## src/rtl/ipcr_pkg.sv

```systemverilog
package ipcr_pkg;
   // Register indices on the plain port
   localparam logic [3:0] ADDR_STATUS = 4'h0;
   localparam logic [3:0] ADDR_CORE = 4'h1;
   localparam logic [3:0] ADDR_GCTL_A = 4'h2;
   localparam logic [3:0] ADDR_GCTL_B = 4'h3;
   localparam logic [3:0] ADDR_FLAG0 = 4'h4;
   localparam logic [3:0] ADDR_ENABLE0 = 4'h5;
   localparam logic [3:0] ADDR_PRIO0 = 4'h6;
   localparam logic [3:0] ADDR_PRIO1 = 4'h7;
   localparam logic [3:0] ADDR_PRIO2 = 4'h8;
   localparam logic [3:0] ADDR_PRIO3 = 4'h9;
   // Field positions
   localparam int PRIO_LOW_LSB = 5;
   localparam int PRIO_TOP_BIT = 3;
   localparam int NEST_DIS_BIT = 15;
   localparam int TRAP_EN_LSB = 8;
   localparam int TRAP_FLAG_LSB = 1;
   localparam int ALT_VEC_BIT = 15;
   localparam int TIMED_BLK_BIT = 14;
   localparam int EDGE_POL_LSB = 0;
   localparam int PRIO_FIELD_W = 4;
   // Reset values, and the level loaded on entry with nesting disabled
   localparam logic [15:0] RESET_WORD = 16'h0000;
   localparam logic [2:0] PRIO_MASK_ALL = 3'h7;
   localparam logic [2:0] PRIO_NONE = 3'h0;

   typedef struct packed
   {
      logic [3:0] addr;
      logic [15:0] wdata;
      logic wr;
      logic rd;
   } ipcr_bus_t;

   typedef struct packed
   {
      logic valid;
      logic [3:0] vector;
      logic [2:0] prio;
   } ipcr_req_t;

   // CPU pipeline events that shape entry timing
   typedef struct packed
   {
      logic instr_last;
      logic two_cycle;
      logic stall;
      logic psv_access;
      logic dword_move;
      logic bit_skip;
      logic enter;
      logic ret;
   } ipcr_cpu_t;
endpackage // ipcr_pkg

```

## src/rtl/ipcr_sync.sv

```systemverilog
module ipcr_sync
#(
   parameter int W = 5
)
(
   input wire logic clk,
   input wire logic rstn,
   input wire logic [W-1:0] d,
   output logic [W-1:0] q
);
   logic [W-1:0] meta_reg;
   logic [W-1:0] q_reg;

   // Two stages; first stage feeds only the second
   always_ff @(posedge clk)
   begin
      if (!rstn)
      begin
         meta_reg <= '0;
         q_reg <= '0;
      end
      else
      begin
         meta_reg <= d;
         q_reg <= meta_reg;
      end
   end

   assign q = q_reg;
endmodule // ipcr_sync

```

## src/rtl/ipcr_arbiter.sv

```systemverilog
module ipcr_arbiter
#(
   parameter int N = 16
)
(
   input wire logic [N-1:0] pending,
   input wire logic [N*3-1:0] prio,
   input wire logic [3:0] cpu_level,
   output logic found,
   output logic [3:0] vector,
   output logic [2:0] level
);
   logic [N:0] f_c;
   logic [N*4+3:0] v_c;
   logic [N*3+2:0] l_c;

   assign f_c[N] = 1'b0;
   assign v_c[N*4+3 -: 4] = 4'h0;
   assign l_c[N*3+2 -: 3] = 3'h0;

   // Chain from high vector down: lower index wins a tie
   genvar i;
   generate
      for (i = 0; i < N; i++)
      begin : g_chain
         wire logic [2:0] p = prio[i*3 +: 3];
         wire logic elig = pending[i] && ({1'b0, p} > cpu_level);
         wire logic take = elig && (!f_c[i+1] || p >= l_c[(i+1)*3 +: 3]);
         assign f_c[i] = f_c[i+1] || elig;
         assign v_c[i*4 +: 4] = take ? 4'(i) : v_c[(i+1)*4 +: 4];
         assign l_c[i*3 +: 3] = take ? p : l_c[(i+1)*3 +: 3];
      end
   endgenerate

   assign found = f_c[0];
   assign vector = v_c[3:0];
   assign level = l_c[2:0];
endmodule // ipcr_arbiter

```

## src/rtl/ipcr_top.sv

```systemverilog
// The plain strobed port and the placing of the registers were chosen for this implementation.
module ipcr_top
#(
   parameter int N_SRC = 16,
   parameter int N_EXT = 5
)
(
   input wire logic clk,
   input wire logic rstn,
   input wire logic [3:0] reg_addr,
   input wire logic [15:0] reg_wdata,
   input wire logic reg_wr,
   input wire logic reg_rd,
   output logic [15:0] reg_rdata,
   input wire logic [N_SRC-1:0] src_event,
   input wire logic [N_EXT-1:0] ext_pin,
   input wire logic [3:0] trap_event,
   input wire logic timed_irq_block,
   input wire logic [7:0] cpu_flags,
   input wire logic [7:0] cpu_events,
   input wire logic [3:0] ret_level,
   output logic irq_req,
   output logic [3:0] irq_vector,
   output logic [2:0] irq_prio,
   output logic irq_take,
   output logic alt_vector_select,
   output logic [2:0] acc_trap_enables
);
   ////////////////////////////////////////////////////////////////////////
   ipcr_pkg::ipcr_bus_t bus;
   ipcr_pkg::ipcr_cpu_t cpu;
   ipcr_pkg::ipcr_req_t win;
   assign bus = '{addr: reg_addr, wdata: reg_wdata, wr: reg_wr, rd: reg_rd};
   assign cpu = cpu_events;

   logic [2:0] cpu_prio_low_bits_reg;
   logic [2:0] cpu_prio_low_bits_next;
   logic cpu_prio_top_bit_reg;
   logic cpu_prio_top_bit_next;
   logic [7:0] status_misc_reg;
   logic [15:0] core_misc_reg;
   logic nest_disable_reg;
   logic [2:0] trap_en_reg;
   logic [3:0] trap_flag_reg;
   logic [3:0] trap_flag_next;
   logic alt_vec_reg;
   logic [N_EXT-1:0] edge_pol_reg;
   logic [N_SRC-1:0] irq_flag_words_reg;
   logic [N_SRC-1:0] irq_flag_words_next;
   logic [N_SRC-1:0] irq_enable_words_reg;
   logic [N_SRC*3-1:0] irq_priority_words_reg;
   logic [15:0] rdata_reg;
   logic [15:0] rdata_next;
   logic [N_EXT-1:0] ext_sync;
   logic [N_EXT-1:0] ext_prev_reg;
   logic timed_sync;
   logic [1:0] hold_reg;
   logic [1:0] hold_next;
   logic pending_reg;
   logic [3:0] pend_vec_reg;
   logic [2:0] pend_prio_reg;

   ////////////////////////////////////////////////////////////////////////
   // Pins come from outside the clock domain
   ipcr_sync #(.W(N_EXT + 1)) u_sync
   (
      .clk(clk),
      .rstn(rstn),
      .d({timed_irq_block, ext_pin}),
      .q({timed_sync, ext_sync})
   );

   function automatic logic hit(input logic [3:0] a, input logic [3:0] b);
      hit = (a == b);
   endfunction

   wire logic wr_status = bus.wr && hit(bus.addr, ipcr_pkg::ADDR_STATUS);
   wire logic wr_core = bus.wr && hit(bus.addr, ipcr_pkg::ADDR_CORE);
   wire logic wr_gca = bus.wr && hit(bus.addr, ipcr_pkg::ADDR_GCTL_A);
   wire logic wr_gcb = bus.wr && hit(bus.addr, ipcr_pkg::ADDR_GCTL_B);
   wire logic wr_flag = bus.wr && hit(bus.addr, ipcr_pkg::ADDR_FLAG0);
   wire logic wr_en = bus.wr && hit(bus.addr, ipcr_pkg::ADDR_ENABLE0);

   // One write strobe per priority field
   logic [N_SRC-1:0] prio_wr;
   genvar g;
   generate
      for (g = 0; g < N_SRC; g++)
      begin : g_prio
         assign prio_wr[g] = bus.wr
            && hit(bus.addr, ipcr_pkg::ADDR_PRIO0 + 4'(g / 4));
      end
   endgenerate

   ////////////////////////////////////////////////////////////////////////
   // Pin idling high must not look like an edge after reset
   // Limitation: edges in the first three cycles are lost
   logic [1:0] arm_reg;
   wire logic armed = (arm_reg == 2'h3);

   always_ff @(posedge clk)
   begin
      if (!rstn)
         arm_reg <= 2'h0;
      else if (!armed)
         arm_reg <= arm_reg + 2'h1;
   end

   // External pin edge detect, polarity per pin
   wire logic [N_EXT-1:0] ext_rise = ext_sync & ~ext_prev_reg;
   wire logic [N_EXT-1:0] ext_fall = ~ext_sync & ext_prev_reg;
   wire logic [N_EXT-1:0] ext_hit = {N_EXT{armed}}
      & ((edge_pol_reg & ext_fall) | (~edge_pol_reg & ext_rise));

   // Ext pin k drives source k; others come from peripherals
   wire logic [N_SRC-1:0] set_vec =
      src_event | {{(N_SRC-N_EXT){1'b0}}, ext_hit};

   // Set wins over a software clear in the same cycle
   assign irq_flag_words_next = wr_flag
      ? (reg_wdata[N_SRC-1:0] | set_vec)
      : (irq_flag_words_reg | set_vec);
   assign trap_flag_next = (wr_gca
      ? reg_wdata[ipcr_pkg::TRAP_FLAG_LSB +: 4] : trap_flag_reg) | trap_event;

   ////////////////////////////////////////////////////////////////////////
   // Arbitration every cycle over enabled pending flags
   wire logic [N_SRC-1:0] eligible = irq_flag_words_reg & irq_enable_words_reg;
   wire logic [3:0] cpu_level = {cpu_prio_top_bit_reg, cpu_prio_low_bits_reg};
   logic arb_found;
   logic [3:0] arb_vec;
   logic [2:0] arb_prio;

   ipcr_arbiter #(.N(N_SRC)) u_arb
   (
      .pending(eligible),
      .prio(irq_priority_words_reg),
      .cpu_level(cpu_level),
      .found(arb_found),
      .vector(arb_vec),
      .level(arb_prio)
   );

   ////////////////////////////////////////////////////////////////////////
   // Entry waits for instruction end; extra cycle for window cases
   wire logic psv_slow = cpu.psv_access && (cpu.dword_move || cpu.bit_skip);
   wire logic stall_slow = cpu.stall
      && (cpu.two_cycle || cpu.psv_access);
   // Two-cycle ends on its last cycle, same as one-cycle
   wire logic boundary = cpu.instr_last && !timed_sync;
   assign hold_next = (hold_reg != 2'h0) ? hold_reg - 2'h1
      : ((psv_slow || stall_slow) && arb_found ? 2'h1 : 2'h0);
   // No second take in the entry cycle
   assign irq_take = pending_reg && boundary
      && (hold_reg == 2'h0)
      && !cpu.enter;

   // Combined request to the core
   assign win = '{valid: arb_found, vector: arb_vec, prio: arb_prio};
   assign irq_req = pending_reg;
   assign irq_vector = pend_vec_reg;
   assign irq_prio = pend_prio_reg;

   ////////////////////////////////////////////////////////////////////////
   // Priority level updates: entry, return, software write
   wire logic low_writable = !nest_disable_reg;
   always_comb
   begin
      cpu_prio_low_bits_next = cpu_prio_low_bits_reg;
      cpu_prio_top_bit_next = cpu_prio_top_bit_reg;
      if (cpu.enter)
      begin
         if (nest_disable_reg)
            cpu_prio_low_bits_next = ipcr_pkg::PRIO_MASK_ALL;
         else
            cpu_prio_low_bits_next = pend_prio_reg;
      end
      else if (cpu.ret)
      begin
         cpu_prio_low_bits_next = ret_level[2:0];
         cpu_prio_top_bit_next = ret_level[3];
      end
      else if (wr_status && low_writable)
         cpu_prio_low_bits_next =
            reg_wdata[ipcr_pkg::PRIO_LOW_LSB +: 3];
      // Software may only clear the top bit
      if (wr_core && !reg_wdata[ipcr_pkg::PRIO_TOP_BIT] && !cpu.ret)
         cpu_prio_top_bit_next = 1'b0;
   end

   ////////////////////////////////////////////////////////////////////////
   // Read mux; unmapped addresses read zero
   always_comb
   begin
      rdata_next = ipcr_pkg::RESET_WORD;
      case (bus.addr)
         ipcr_pkg::ADDR_STATUS:
            rdata_next = {8'h00, cpu_prio_low_bits_reg, status_misc_reg[4:0]};
         ipcr_pkg::ADDR_CORE:
         begin
            rdata_next = core_misc_reg;
            rdata_next[ipcr_pkg::PRIO_TOP_BIT] = cpu_prio_top_bit_reg;
         end
         ipcr_pkg::ADDR_GCTL_A:
         begin
            rdata_next[ipcr_pkg::NEST_DIS_BIT] = nest_disable_reg;
            rdata_next[ipcr_pkg::TRAP_EN_LSB +: 3] = trap_en_reg;
            rdata_next[ipcr_pkg::TRAP_FLAG_LSB +: 4] = trap_flag_reg;
         end
         ipcr_pkg::ADDR_GCTL_B:
         begin
            rdata_next[ipcr_pkg::ALT_VEC_BIT] = alt_vec_reg;
            rdata_next[ipcr_pkg::TIMED_BLK_BIT] = timed_sync;
            rdata_next[ipcr_pkg::EDGE_POL_LSB +: N_EXT] = edge_pol_reg;
         end
         ipcr_pkg::ADDR_FLAG0:
            rdata_next[N_SRC-1:0] = irq_flag_words_reg;
         ipcr_pkg::ADDR_ENABLE0:
            rdata_next[N_SRC-1:0] = irq_enable_words_reg;
         ipcr_pkg::ADDR_PRIO0:
            rdata_next = prio_word(irq_priority_words_reg, 0);
         ipcr_pkg::ADDR_PRIO1:
            rdata_next = prio_word(irq_priority_words_reg, 1);
         ipcr_pkg::ADDR_PRIO2:
            rdata_next = prio_word(irq_priority_words_reg, 2);
         ipcr_pkg::ADDR_PRIO3:
            rdata_next = prio_word(irq_priority_words_reg, 3);
         default:
            rdata_next = ipcr_pkg::RESET_WORD;
      endcase
      if (!bus.rd)
         rdata_next = ipcr_pkg::RESET_WORD;
   end

   // Four 3-bit fields per word, one per nibble
   function automatic logic [15:0] prio_word(input logic [N_SRC*3-1:0] p,
                                             input int w);
      logic [15:0] r;
      r = 16'h0000;
      for (int k = 0; k < 4; k++)
         if (w * 4 + k < N_SRC)
            r[k*ipcr_pkg::PRIO_FIELD_W +: 3] = p[(w*4+k)*3 +: 3];
      prio_word = r;
   endfunction

   ////////////////////////////////////////////////////////////////////////
   always_ff @(posedge clk)
   begin
      if (!rstn)
      begin
         cpu_prio_low_bits_reg <= ipcr_pkg::PRIO_NONE;
         cpu_prio_top_bit_reg <= 1'b0;
         irq_flag_words_reg <= '0;
         trap_flag_reg <= 4'h0;
         hold_reg <= 2'h0;
         pending_reg <= 1'b0;
         pend_vec_reg <= 4'h0;
         pend_prio_reg <= 3'h0;
         rdata_reg <= ipcr_pkg::RESET_WORD;
         ext_prev_reg <= '0;
      end
      else
      begin
         cpu_prio_low_bits_reg <= cpu_prio_low_bits_next;
         cpu_prio_top_bit_reg <= cpu_prio_top_bit_next;
         irq_flag_words_reg <= irq_flag_words_next;
         trap_flag_reg <= trap_flag_next;
         hold_reg <= hold_next;
         pending_reg <= win.valid && !cpu.enter;
         pend_vec_reg <= win.vector;
         pend_prio_reg <= win.prio;
         rdata_reg <= rdata_next;
         ext_prev_reg <= ext_sync;
      end
   end

   // Plain software-owned control words
   always_ff @(posedge clk)
   begin
      if (!rstn)
      begin
         status_misc_reg <= 8'h00;
         core_misc_reg <= ipcr_pkg::RESET_WORD;
         nest_disable_reg <= 1'b0;
         trap_en_reg <= 3'h0;
         alt_vec_reg <= 1'b0;
         edge_pol_reg <= '0;
         irq_enable_words_reg <= '0;
         irq_priority_words_reg <= '0;
      end
      else
      begin
         if (wr_status)
            status_misc_reg <= {3'h0, reg_wdata[4:0]};
         if (wr_core)
            core_misc_reg <= reg_wdata & 16'hFFF7;
         if (wr_gca)
         begin
            nest_disable_reg <= reg_wdata[ipcr_pkg::NEST_DIS_BIT];
            trap_en_reg <= reg_wdata[ipcr_pkg::TRAP_EN_LSB +: 3];
         end
         if (wr_gcb)
         begin
            alt_vec_reg <= reg_wdata[ipcr_pkg::ALT_VEC_BIT];
            edge_pol_reg <= reg_wdata[ipcr_pkg::EDGE_POL_LSB +: N_EXT];
         end
         if (wr_en)
            irq_enable_words_reg <= reg_wdata[N_SRC-1:0];
         for (int s = 0; s < N_SRC; s++)
            if (prio_wr[s])
               irq_priority_words_reg[s*3 +: 3] <=
                  reg_wdata[(s%4)*ipcr_pkg::PRIO_FIELD_W +: 3];
      end
   end

   assign reg_rdata = rdata_reg;
   assign alt_vector_select = alt_vec_reg;
   assign acc_trap_enables = trap_en_reg;
   // Low status byte from core flags is not mirrored; limitation
   wire logic unused_flags = ^cpu_flags;
endmodule // ipcr_top

```

## config.mk

```make
export PLATFORM = sky130hd
export DESIGN_NAME = ipcr_top
export DESIGN_NICKNAME = d
export VERILOG_FILES = /design/src/rtl/ipcr_pkg.sv /design/src/rtl/ipcr_sync.sv /design/src/rtl/ipcr_arbiter.sv /design/src/rtl/ipcr_top.sv
export SDC_FILE = /design/constraint.sdc
export NUM_CORES = 1
export LEC_CHECK = 0
export BUFFER_PORTS_ARGS = -buffer_cell sky130_fd_sc_hd__buf_2
export CORE_MARGIN = 3
export CORE_UTILIZATION = 33
export CTS_CLUSTER_DIAMETER = 200
export CTS_CLUSTER_SIZE = 25
export DETAILED_ROUTE_END_ITERATION = 7
export GPL_TIMING_DRIVEN = 1
export PLACE_DENSITY_LB_ADDON = 0.05
export SLEW_MARGIN = 20
export SYNTH_ARGS = -nofsm -noshare
export SYNTH_HDL_FRONTEND = slang
export SYNTH_HIERARCHICAL = 1
export SYNTH_SLANG_ARGS = --single-unit
```

## constraint.sdc

```tcl
create_clock -name clk -period 27.9 [get_ports clk]
set_input_delay 1.395 -clock clk [delete_from_list [all_inputs] [get_ports clk]]
set_output_delay 1.395 -clock clk [all_outputs]
set_load 0.005 [all_outputs]
```

==> results.json <==
{
  "sw_frac_of_total_pct": 28.1,
  "p_switching_mw": 0.149,
  "dpl_cell_area_mm2": 0.0115,
  "required_ns": 28.23,
  "ioPinCount": 99,
  "cts-root-buf": "clkbuf_16",
  "ys_seq_area_share_pct": 30.2,
  "nNetsFinal": 1518,
  "slew_headroom_pct": 27.9,
  "fmax_mhz": 41.2,
  "die-area_mm2": 0.0349,
  "clock_tree.buffer_depth": 2,
  "die_h_um": 187,
  "ir_drop_v": 0.0000359,
  "dr.first_iter.drc_count": 710,
  "synth_top_area_cell": "dfxtp_1",
  "overflow": 0,
  "period_needed_ns": 24.30,
  "fin_crit_sh_pct": 87.1,
  "antenna_found_initial": 1,
  "grt_pass1_wl_mm": 58.9,
  "coreArea_mm2": 0.0319,
  "fillers": 3418,
  "internal_power_mw": 0.382,
  "setup_tns_ns": 0,
  "synthesis.area_mm2": 0.0108,
  "arrival_ns": 24.63,
  "final_cells": 1823,
  "diodes": 0,
  "ctsResizeCount": 0,
  "gp_congestion": 0.829,
  "slew_violations": 0,
  "drt-vias-per-instance": 5.47,
  "numCtsBuffers": 17,
  "violations": "design-rule violations",
  "synth_warnings": 6,
  "path_class": "reg -> reg",
  "status": "complete, but fails checks",
  "path_clk_slew_ns": 0.07,
  "skew_ns": 0.0111,
  "yosys-top-cells-area": "dfxtp_1 30%, ha_1 8.5%, nand2_1 5.8%, mux2i_1 5.7%, a21oi_1 4.6%",
  "power_density_mw_per_mm2": 43.9,
  "dp_slack_ns": 3.83,
  "grt_pass1_vias": 9775,
  "grt_setup_unrepaired": "no",
  "syn_area_per_cell_um2": 8.15,
  "pwr-share-clk_pct": 42.1,
  "cp-end-kind": "flop",
  "tightest_slew_ns": 1.08,
  "leakagePower_nw": 4.84,
  "fin_ws_ns": 3.60,
  "clock_latency_ns": 0.43,
  "area_growth_pct": 12.0,
  "dr.pass1.iters": 8,
  "cts_setup_buffers": 0,
  "row_count": 65,
  "cpPeakStageDelay_ns": 0.66,
  "cts_tree": "done",
  "vias": 9973,
  "dpl.cell_count": 1791,
  "hold_violations": 0,
  "synthCells": 1326,
  "dp_hpwl_mm": 28.5,
  "fp.dieW_um": 187,
  "drive_gt1_share_pct": 14.6,
  "syn_nets": 1469,
  "clock_sinks": 163,
  "ant_nets": 0,
  "synth.ff_latch_count": 163,
  "htree_levels": 4,
  "cap_violations": 0,
  "drcViolationCount": 2,
  "start_util_pct": 33.9,
  "synth_edf_count": 0,
  "finalSetupViolations": 0,
  "synth-async-reset-ratio_pct": 0,
  "seq_power_share_pct": 46.2,
  "routed_wl_mm": 38.5,
  "hold_slack_ns": 0.436,
  "crit_path_start_kind": "flop",
  "worstHoldPathType": "reg -> reg",
  "slowest_stage": "o31ai_1",
  "wire_per_inst_um": 21.1,
  "port_buffers": 90,
  "pwr-share-comb_pct": 11.6,
  "synth_ff_type": "dfxtp_1",
  "largest_register_ffs": 48,
  "grt_max_degree": 93,
  "yosys.cell_types.count": 101,
  "worst-path-max-fanout": 16,
  "grt_usage_pct": 21.6,
  "path_common_cell": "ha_1",
  "fin_area_mm2": 0.0121,
  "synth_top_area_share_pct": 30.2,
  "cts_hold_buf": 0
}
==> layout make-up <==
cell class	count	area (um2)	area share [%]
inverter	60	228	1.88
clock buffer	19	453	3.74
timing repair buffer	98	510	4.22
multi-input combinational	1035	7000	57.9
clock inverter	13	98.8	0.817
tap	435	544	4.50
sequential	163	3260	27.0
==> synth_stat cells, drive strengths merged, types with 6 or more instances <==
library cell    n
a211o           7
a21o            8
a21oi         102
a221oi          7
a22o           13
a22oi           8
a31o            6
a31oi          35
a32oi          10
and2           51
and3           11
buf            29
clkbuf         39
dfxtp         163
ha             73
inv            59
mux2           23
mux2i          62
nand2         167
nand2b         20
nand3          45
nor2          111
nor2b          33
nor3           18
nor3b          11
nor4            6
o2111a         10
o211a           7
o21a           16
o21ai          55
o2bb2ai         9
o31ai          15
or2             7
==> critical path: cells and delay by family (launching register included) <==
| kind | cells | cell delay [ns] |
|---|---|---|
| multiplexers | 4 | 1.43 |
| buffers and inverters | 4 | 0.46 |
| AND/OR/NAND/NOR | 40 | 5.73 |
| adder cells (fa/ha/maj) | 19 | 5.26 |
| flip-flops | 1 | 0.36 |
| AO/OA/AOI/OAI | 49 | 10.95 |
==> power groups by stage <==
stage | logic [mW] | clock network, mW | registers [mW]
3_5_place_dp | 0.0617 | 0 | 0.251
2_1_floorplan | 0.0421 | 0 | 0.248
6_report | 0.0619 | 0.224 | 0.246
5_1_grt | 0.0686 | 0.239 | 0.246
3_3_place_gp | 0.0609 | 0 | 0.251
4_1_cts | 0.0620 | 0.229 | 0.246
==> cell usage in the layout, fill, tap and decap left out, types with 13 or more instances in the layout <==
master	synthesis	layout
mux2_2	23	23
clkbuf_16	0	17
dfxtp_1	163	163
a31oi_1	32	32
mux2i_1	61	61
a21oi_1	100	100
inv_1	58	58
nand2b_1	20	20
buf_2	20	90
and2_1	43	43
nor2b_1	32	32
nand2_1	166	166
o21ai_0	51	51
nor2_1	107	107
o21a_1	16	16
a22o_1	13	13
ha_1	73	73
nor3_1	15	15
nand3_1	45	45
==> worst paths after layout <==
path	startpoint	to	slack (ns)	cells after the start
setup reg to reg	cpu_prio_low_bits_reg[1]	irq_prio[0]	3.60	116
setup / recovery	cpu_prio_low_bits_reg[1]	irq_prio[0]	3.60	116
hold / removal	u_sync/meta_reg[4]	u_sync/q[4]	0.44	1
hold reg to reg	u_sync/meta_reg[4]	u_sync/q[4]	0.44	1
==> metal layers <==
layer	up-vias	routed length, um	global-route usage [%]
met5	-	13	0
met4	2	625	4.94
met3	33	1630	3.24
met2	235	17400	34.7
met1	4787	18800	30.5
li1	4916	-	-
==> logic make-up (layout without fill, tap and decap cells) <==
family	Yosys count	after routing	share of synthesized area, %
buffers and inverters	128	190	5.06
XOR/XNOR	1	1	0.0811
AO/OA/AOI/OAI	368	368	24.3
flip-flops	163	163	30.2
AND/OR/NAND/NOR	504	504	23.1
multiplexers	86	86	8.47
adder cells (fa/ha/maj)	76	76	8.73
==> stage by stage <==
stage               util [%]  total power [mW]
floorplan                  -             0.290
global placement        36.2             0.312
detailed placement      36.2             0.313
CTS                     37.9             0.537
global route            37.9             0.554
finish                  37.9             0.532
No activity file was read; power rests on OpenSTA's default activity.
